[config.mk]
export PLATFORM = sky130hd
export DESIGN_NAME = liion_charge_sequencer
export DESIGN_NICKNAME = d
export VERILOG_FILES = /design/src/duty_limited_pwm.v /design/src/liion_charge_sequencer.v
export VERILOG_INCLUDE_DIRS = /design/src /design/src/src
export SDC_FILE = /design/constraint.sdc
export NUM_CORES = 1
export LEC_CHECK = 0
export ABC_AREA = 1
export ABC_CLOCK_PERIOD_IN_PS = 3900
export BUFFER_PORTS_ARGS = -buffer_cell sky130_fd_sc_hd__buf_4
export CORE_MARGIN = 2
export CORE_UTILIZATION = 40
export DETAILED_ROUTE_END_ITERATION = 12
export PLACE_DENSITY = 0.58
export SLEW_MARGIN = 5
export SYNTH_ARGS = -nofsm -noshare
export SYNTH_HDL_FRONTEND = slang
export SYNTH_SLANG_ARGS = --single-unit
[constraint.sdc]
create_clock -name clk_in -period 3.9 [get_ports clk_in]
set_clock_uncertainty 0.15 [all_clocks]
set_input_delay 0.585 -clock clk_in [delete_from_list [all_inputs] [get_ports clk_in]]
set_output_delay 0.585 -clock clk_in [all_outputs]
set_load 0.005 [all_outputs]
[src/charge_consts.vh]
// constants for the lithium-ion charge sequencer
`ifndef CHARGE_CONSTS_VH
`define CHARGE_CONSTS_VH
`define CLK_HZ 50000000
`define INIT_BLANK_MS 400
`define INIT_BLANK_CYC ((`CLK_HZ / 1000) * `INIT_BLANK_MS)
`define TICK_US 1000
`define TICK_CYC ((`CLK_HZ / 1000000) * `TICK_US)
`define HOLDOFF_TICKS 1000
`define MAX_CHARGE_TICKS 10800000
`define PWM_PERIOD 100
`define PWM_MAX_DUTY_PCT 80
`define ST_QUALIFY 3'h0
`define ST_PRECOND 3'h1
`define ST_FAST_CC 3'h2
`define ST_FAST_CV 3'h3
`define ST_FINISHED 3'h4
`define ST_FAULT 3'h5
`define ST_BATT_TEST 3'h6
`define ST_INIT 3'h7
`define TERM_LOW 2'h0
`define TERM_HIGH 2'h1
`define TERM_FLOAT 2'h2
`endif

[src/duty_limited_pwm.v]
// pulse-width modulator whose high time is capped at a fixed share of each period
`timescale 1ns/1ns
`default_nettype none
`include "charge_consts.vh"
module duty_limited_pwm #(
	parameter PERIOD = `PWM_PERIOD,
	parameter MAX_PCT = `PWM_MAX_DUTY_PCT
) (
	input wire clk_in,
	input wire nrst_in,
	input wire enable_in,
	input wire [7:0] duty_in,
	output wire pwm_out
);
	localparam [7:0] LAST = PERIOD - 1;
	localparam [7:0] CAP = (PERIOD * MAX_PCT) / 100;
	reg [7:0] count_reg;
	reg pwm_reg;
	wire [7:0] duty_lim;

	// clamp the request to the duty ceiling
	assign duty_lim = (duty_in > CAP) ? CAP : duty_in;
	assign pwm_out = pwm_reg;

	// period counter and registered output
	always @(posedge clk_in or negedge nrst_in) begin
		if (!nrst_in) begin
			count_reg <= 8'h00;
			pwm_reg <= 1'b0;
		end else begin
			count_reg <= (count_reg == LAST) ? 8'h00 : count_reg + 8'h01;
			pwm_reg <= enable_in && (count_reg < duty_lim);
		end
	end
endmodule // duty_limited_pwm
`default_nettype wire

[src/liion_charge_sequencer.v]
// charge sequencing state machine with status, probe and switch drive outputs
`timescale 1ns/1ns
`default_nettype none
`include "charge_consts.vh"
// Operation
// first fast phase holds constant current until voltage reaches regulation level.
// second phase holds voltage until current below stop level, then finished.
// new cycle starts at power-up with battery or on battery insertion.
// stay in qualify, no charge, until temperature and voltage are valid.
// over-temperature in any charging state goes to finished with no current.
// leave finished only with temperature valid and voltage below recharge level; the code also leaves finished for battery test when s_lco drops.
// under-temperature in any charging state returns to qualify.
// after qualifying, enter precondition at one tenth of fast current.
// ignore voltage comparison for a hold-off interval after entering precondition.
// fault if exit voltage not reached when quarter-of-maximum time expires.
// exit voltage reached in time moves precondition to fast charge.
// fault waits for power cycle or new insertion, then requalifies.
// switch drive is push-pull PWM, high passes current.
// switch drive never high for more than eighty percent of a period.
// battery probe output high whenever no battery is detected.
// open-drain charge active low when absent, temperature wait, fault or done.
// status lights and common return float during initialization.
// three-state termination select chooses full and stop thresholds.
// three-level display select picks one of three display modes.
// sense-side select chooses low-side or high-side sensing.
// capture selects at power-up, blanking lights about 400 ms; termination select is read continuously instead.
// termination low 1/5,1/10; high 1/10,1/15; floating 1/15,1/20.
// battery present only between low and high cutoff voltages.
// comparator inputs pass two synchroniser flops before use.
// hold-off and time limits are counters of one common timebase.
// switch drive held low in every state without charge current.
module liion_charge_sequencer #(
	parameter INIT_CYC = `INIT_BLANK_CYC,
	parameter TICK_CYC = `TICK_CYC,
	parameter HOLDOFF_TICKS = `HOLDOFF_TICKS,
	parameter MAX_TICKS = `MAX_CHARGE_TICKS
) (
	input wire clk_in,
	input wire nrst_in,
	input wire above_regulation_in,
	input wire above_precharge_exit_in,
	input wire below_recharge_in,
	input wire above_low_cutoff_in,
	input wire above_high_cutoff_in,
	input wire below_stop_current_in,
	input wire below_full_current_in,
	input wire temp_hot_in,
	input wire temp_cold_in,
	input wire termination_select_high_in,
	input wire termination_select_low_in,
	input wire display_mode_select_high_in,
	input wire display_mode_select_low_in,
	input wire sense_side_select_in,
	input wire [7:0] regulator_duty_in,
	output wire switch_drive_out,
	output reg [2:0] state_out,
	output reg no_battery_probe_out,
	output reg charge_active_n_oe_out,
	output wire charge_active_n_out,
	output reg status_light_a_out,
	output reg status_light_a_oe_out,
	output reg status_light_b_out,
	output reg status_light_b_oe_out,
	output reg light_common_return_out,
	output reg light_common_return_oe_out,
	output reg [1:0] termination_mode_out,
	output reg [1:0] display_mode_out,
	output reg high_side_sense_out,
	output reg regulate_voltage_out,
	output reg precharge_current_out,
	output reg [4:0] full_divisor_out,
	output reg [4:0] stop_divisor_out,
	output reg full_indicated_out
);
	localparam NSYNC = 14;
	wire [NSYNC-1:0] raw_in;
	wire [NSYNC-1:0] synced;
	reg [2:0] state_reg;
	reg [2:0] state_next;
	reg [31:0] init_reg;
	reg [31:0] tick_reg;
	reg [31:0] time_reg;
	wire s_reg_v;
	wire s_exit;
	wire s_rchg;
	wire s_lco;
	wire s_hco;
	wire s_stop;
	wire s_full;
	wire s_hot;
	wire s_cold;
	wire s_th;
	wire s_tl;
	wire s_dh;
	wire s_dl;
	wire s_sense;
	wire tick;
	wire present;
	wire temp_ok;
	wire charging;
	wire [31:0] precond_limit;

	// comparator and strap levels as they arrive at the pins
	assign raw_in = {
		above_regulation_in,
		above_precharge_exit_in,
		below_recharge_in,
		above_low_cutoff_in,
		above_high_cutoff_in,
		below_stop_current_in,
		below_full_current_in,
		temp_hot_in,
		temp_cold_in,
		termination_select_high_in,
		termination_select_low_in,
		display_mode_select_high_in,
		display_mode_select_low_in,
		sense_side_select_in
	};
	assign {s_reg_v, s_exit, s_rchg, s_lco, s_hco, s_stop, s_full, s_hot, s_cold,
		s_th, s_tl, s_dh, s_dl, s_sense} = synced;

	// two-flop synchronisers on every comparator and strap level
	genvar gi;
	generate
		for (gi = 0; gi < NSYNC; gi = gi + 1) begin : g_sync
			reg meta_reg;
			reg sync_reg;
			always @(posedge clk_in or negedge nrst_in) begin
				if (!nrst_in) begin
					meta_reg <= 1'b0;
					sync_reg <= 1'b0;
				end else begin
					meta_reg <= raw_in[gi];
					sync_reg <= meta_reg;
				end
			end
			// only the second stage leaves the loop
			assign synced[gi] = sync_reg;
		end
	endgenerate

	// derived conditions
	assign present = s_lco && !s_hco;
	assign temp_ok = !s_hot && !s_cold;
	assign tick = (tick_reg == TICK_CYC - 1);
	assign precond_limit = MAX_TICKS / 4;
	assign charging = (state_reg == `ST_PRECOND) || (state_reg == `ST_FAST_CC) ||
		(state_reg == `ST_FAST_CV);

	// next-state logic
	always @* begin
		state_next = state_reg;
		case (state_reg)
			`ST_INIT: begin
				if (init_reg == INIT_CYC - 1)
					state_next = `ST_BATT_TEST;
			end
			`ST_BATT_TEST: begin
				if (present)
					state_next = `ST_QUALIFY;
			end
			`ST_QUALIFY: begin
				if (!present)
					state_next = `ST_BATT_TEST;
				else if (temp_ok)
					state_next = `ST_PRECOND;
			end
			`ST_PRECOND: begin
				// hold-off masks the exit and removal checks
				if (time_reg >= precond_limit)
					state_next = `ST_FAULT;
				else if (time_reg >= HOLDOFF_TICKS && s_exit)
					state_next = `ST_FAST_CC;
				else if (time_reg >= HOLDOFF_TICKS && !present)
					state_next = `ST_BATT_TEST;
			end
			`ST_FAST_CC: begin
				if (!present)
					state_next = `ST_BATT_TEST;
				else if (s_reg_v)
					state_next = `ST_FAST_CV;
				else if (time_reg >= MAX_TICKS)
					state_next = `ST_FINISHED;
			end
			`ST_FAST_CV: begin
				if (!present)
					state_next = `ST_BATT_TEST;
				else if (s_stop || time_reg >= MAX_TICKS)
					state_next = `ST_FINISHED;
			end
			`ST_FINISHED: begin
				if (!s_lco)
					state_next = `ST_BATT_TEST;
				else if (temp_ok && s_rchg)
					state_next = `ST_QUALIFY;
			end
			`ST_FAULT: begin
				// removal or a reset is the only way out of fault
				if (!s_lco)
					state_next = `ST_BATT_TEST;
			end
			default: state_next = `ST_INIT;
		endcase
		// temperature overrides while charging
		if (charging && s_hot)
			state_next = `ST_FINISHED;
		else if (charging && s_cold)
			state_next = `ST_QUALIFY;
	end

	// state, common timebase and phase timer
	always @(posedge clk_in or negedge nrst_in) begin
		if (!nrst_in) begin
			state_reg <= `ST_INIT;
			init_reg <= 32'h0;
			tick_reg <= 32'h0;
			time_reg <= 32'h0;
		end else begin
			state_reg <= state_next;
			init_reg <= (state_reg == `ST_INIT) ? init_reg + 32'h1 : 32'h0;
			tick_reg <= tick ? 32'h0 : tick_reg + 32'h1;
			// phase timer restarts on entering precondition and fast charge
			if (state_next == `ST_PRECOND && state_reg != `ST_PRECOND)
				time_reg <= 32'h0;
			else if (state_next == `ST_FAST_CC && state_reg == `ST_PRECOND)
				time_reg <= 32'h0;
			else if (tick)
				time_reg <= time_reg + 32'h1;
		end
	end

	// strap levels latched while the lights float in init
	always @(posedge clk_in or negedge nrst_in) begin
		if (!nrst_in) begin
			display_mode_out <= 2'h2;
			high_side_sense_out <= 1'b0;
		end else if (state_reg == `ST_INIT) begin
			display_mode_out <= s_dl ? 2'h0 : (s_dh ? 2'h1 : 2'h2);
			high_side_sense_out <= s_sense;
		end
	end

	// decoded settings and status outputs
	always @(posedge clk_in or negedge nrst_in) begin
		if (!nrst_in) begin
			state_out <= `ST_INIT;
			termination_mode_out <= `TERM_FLOAT;
			full_divisor_out <= 5'h0F;
			stop_divisor_out <= 5'h14;
			no_battery_probe_out <= 1'b0;
			charge_active_n_oe_out <= 1'b0;
			status_light_a_out <= 1'b0;
			status_light_a_oe_out <= 1'b0;
			status_light_b_out <= 1'b0;
			status_light_b_oe_out <= 1'b0;
			light_common_return_out <= 1'b0;
			light_common_return_oe_out <= 1'b0;
			regulate_voltage_out <= 1'b0;
			precharge_current_out <= 1'b0;
			full_indicated_out <= 1'b0;
		end else begin
			state_out <= state_reg;
			// termination select read continuously as a three-state level
			if (s_tl) begin
				termination_mode_out <= `TERM_LOW;
				full_divisor_out <= 5'h05;
				stop_divisor_out <= 5'h0A;
			end else if (s_th) begin
				termination_mode_out <= `TERM_HIGH;
				full_divisor_out <= 5'h0A;
				stop_divisor_out <= 5'h0F;
			end else begin
				termination_mode_out <= `TERM_FLOAT;
				full_divisor_out <= 5'h0F;
				stop_divisor_out <= 5'h14;
			end
			no_battery_probe_out <= (state_reg == `ST_BATT_TEST);
			charge_active_n_oe_out <= (state_reg == `ST_BATT_TEST) ||
				(state_reg == `ST_QUALIFY) || (state_reg == `ST_FAULT) ||
				(state_reg == `ST_FINISHED) || (state_reg == `ST_INIT);
			status_light_a_oe_out <= (state_reg != `ST_INIT);
			status_light_b_oe_out <= (state_reg != `ST_INIT);
			light_common_return_oe_out <= (state_reg != `ST_INIT);
			light_common_return_out <= 1'b0;
			full_indicated_out <= (state_reg == `ST_FAST_CV) && s_full;
			status_light_a_out <= charging && !((state_reg == `ST_FAST_CV) && s_full);
			status_light_b_out <= (state_reg == `ST_FINISHED) ||
				(state_reg == `ST_FAULT) ||
				((state_reg == `ST_FAST_CV) && (s_full || (display_mode_out == 2'h2)));
			regulate_voltage_out <= (state_reg == `ST_FAST_CV);
			precharge_current_out <= (state_reg == `ST_PRECOND);
		end
	end

	assign charge_active_n_out = 1'b0;

	// switch drive modulator, off outside charging states
	duty_limited_pwm u_pwm (
		.clk_in(clk_in),
		.nrst_in(nrst_in),
		.enable_in(charging && !s_hot && !s_cold),
		.duty_in(regulator_duty_in),
		.pwm_out(switch_drive_out)
	);
endmodule // liion_charge_sequencer
`default_nettype wire

==> results.md <==
- Largest net degree at the start of global routing: 96
- CP Max Fanout: 15
- Drt drc: 0
- Unrepaired setup endpoints after global routing: false
- Xor/xnor share of the synthesized area: 5.02%
- First-pass GRT wire length: 29,800 um
- I/O pin cnt: 55
- Maximum VDD drop: 0.000269 V
- Post-CTS setup buffer count: 0
- Port Buffers: 51
- Setup TNS: 0 ns
- Cell area after synthesis: 8200 um2
- Starting Density: 40.7%
- Logic pwr share: 18.0%
- Chip height: 147 um
- WP data required: 4.05 ns
- Share of post-route cells with drive strength above 1: 15.6%
- Setup CP Type: reg2reg
- Worst EP arrival: 2.91 ns
- Final slew viol count: 0
- CTS H-tree depth: 4
- # diodes: 0
- Fill count: 2,035
- Post-synth ARST share: 100%
- Sw frac: 30.2%
- Pwr/cell area: 444 nW/um2
- CTS Sinks: 155
- Ys Warns: 0
- Synth Area in Compound Gates: 6.10%
- Period utilisation layout: 70.7%
- CTS Buf Count: 17
- Core Util, Final: 46.6%
- Nets@finish: 1,085
- Die X: 147 um
- GRT Total Usage: 16.8%
- Net Sw Power: 0.00126 W
- Post-Route WL: 16,700 um
- Status: completed
- Int Power: 0.00291 W
- Largest family of logic cells by synthesized area: simple AND/OR/NAND/NOR gates
- Flops & latches, synth: 155
- Seq/Total Area, Yosys: 47.5%
- DR pass1 iterations: 7
- Max Root-Sink Buffers: 2
- Post-cts resize count: 0
- Die area: 21,700 um2
- DRT iter0 DRCs: 370
- Top FF cell, synth: dfrtp_1
- Gr ovfl total: 0
- P_leak: 4.34 nW
- Fmax: 363 MHz
- Hold_buf cts: 0
- Synth area leaders: dfrtp_1 (44%), nand2_1 (8.9%), inv_1 (5.9%), nor2_1 (5.8%), xor2_1 (4.3%)
- Vias: 6,419
- Core region area: 20,200 um2
- Crit end category: register
- Number of vias per cell: 4.83
- WHS: 0.0767 ns
- Hold Vio Cnt, Final: 0
- Mean Syn Cell Area: 8.26 um2
- Initial antenna violation count: 0
- Tmin final: 2.76 ns
- Top cell type by total area after synthesis: dfrtp_1
- Mux cell area share after synthesis: 0%
- Adder-cell share of the synthesized area: 2.14%
- Slew margin rel.: 43.4%
- Average wire per standard cell: 12.6 um
- Clk pin slew, worst setup/hold paths: 0.07 ns
- Hold crit path type: in2async
- Sequential Power Share: 43.2%
- Max_cap viols: 0
- Pwr Total: 0.00417 W
- Post-synth top area share: 44.2%
- Clock power frac: 38.9%
- Clock Latency Late Sink: 0.42 ns
- Root buf cell: clkbuf_16
- Area delta synth->final: 14.5%
- Post-Synth Simple-Gate Area: 30.5%
- Synth cell types: 51
- Site Rows: 52
- Gate Count Post-Synth: 993
- Post-synth EDFFs: 0
- ANT nets after route: 0
- CTS tree: yes
- Hpwl dp: 12,200 um
- Post-Layout Inst Area: 9390 um2
- Placed instance area: 8800 um2
- Global placement routability congestion: 0.898
- Vias in the first global route: 6,282
- Tightest Pin Transition: 0.849 ns
- Final setup viols: 0
- Crit path launch type: register
[power by group through the flow]
| stage | combinational [W] | sequential, W | clock [W] |
|---|---|---|---|
| 2_1_floorplan | 0.000587 | 0.00180 | 0 |
| 3_3_place_gp | 0.000761 | 0.00183 | 0 |
| 3_5_place_dp | 0.000760 | 0.00183 | 0 |
| 4_1_cts | 0.000762 | 0.00180 | 0.00167 |
| 5_1_grt | 0.000850 | 0.00181 | 0.00174 |
| 6_report | 0.000748 | 0.00180 | 0.00162 |
[cell usage in the layout, fill, tap and decap left out, types with 17 or more instances in the layout]
cell type | Yosys | routed
inv_1 | 128 | 128
a21oi_1 | 34 | 34
nor3_1 | 50 | 50
clkbuf_16 | 0 | 17
buf_4 | 12 | 53
nand2_1 | 194 | 194
dfrtp_1 | 145 | 145
nor2_2 | 18 | 18
xor2_1 | 40 | 40
nand4_1 | 28 | 28
nand3_1 | 50 | 50
nor2_1 | 127 | 127
o21ai_0 | 22 | 22
[synth_stat cells, types with 2 or more instances]
cell type and instances:
a21boi_0 3, a21oi_1 34, a21oi_2 2, a31oi_1 4, buf_12 2, buf_2 2, buf_4 12, clkbuf_1 4
conb_1 2, dfrtp_1 145, dfstp_2 10, ha_1 14, inv_1 128, inv_2 14, nand2_1 194, nand2_2 2
nand3_1 50, nand3_2 3, nand3b_1 2, nand4_1 28, nor2_1 127, nor2_2 18, nor2_4 15, nor3_1 50
nor3_2 6, nor3_4 2, nor3b_1 2, nor4_1 13, o211ai_1 2, o21a_1 6, o21ai_0 22, o21ai_1 4
o21bai_1 2, o31ai_1 4, or2_1 4, xnor2_1 7, xor2_1 40
[final timing paths]
check / start / to / slack, ns / cells after the start
worst max-delay path: tick_reg[0] / time_reg[21] / 1.14 / 11
worst min-delay path: nrst_in / stop_divisor_out[3] / 0.08 / 1
worst max register to register: tick_reg[0] / time_reg[21] / 1.14 / 11
worst min register to register: g_sync[13].meta_reg / g_sync[13].sync_reg / 0.20 / 0
max in group asynchronous: nrst_in / tick_reg[2] / 2.69 / 2
min in group clk_in: termination_select_low_in / g_sync[3].meta_reg / 0.11 / 1
[kinds of logic after synthesis]
kind of cell | after synthesis
simple gates | 523
buf+inv | 165
flops | 155
compound gates | 87
xor+xnor | 47
fa+ha+maj | 14
other cells | 2
[routing by layer]
metal,vias to the layer above,GRT usage [%],routed length (um)
li1,3302,-,-
met1,3008,23.4,8300
met2,96,26.7,7740
met3,13,3.04,495
met4,0,5.48,204
met5,-,0,0
[per-stage QoR]
step	cells	setup WS (ns)
after floorplan	995	1.59
after global placement	1298	1.20
after detailed placement	1298	1.19
after CTS	1330	1.15
after global routing	1330	0.884
final	1330	1.14
[critical path, stage by stage, from the launching register on]
cell     delay (ns)
dfrtp_1        0.37
ha_1           0.19
nand2_1        0.07
nor2_2         0.15
nand4_1        0.18
nor3_1         0.18
and2_2         0.31
inv_1          0.29
nor2_1         0.32
nand3_1        0.13
xor2_1         0.24
nor2_4         0.05
[cell type report]
class,instances,area (um2),area share (%)
clock buffer,19,453,4.82
sequential,155,3890,41.4
clock inverter,13,131,1.40
tap,270,338,3.60
inverter,143,542,5.77
multi-input combinational,675,3600,38.4
timing repair buffer,55,429,4.57
(Power assumes the default switching activity.)
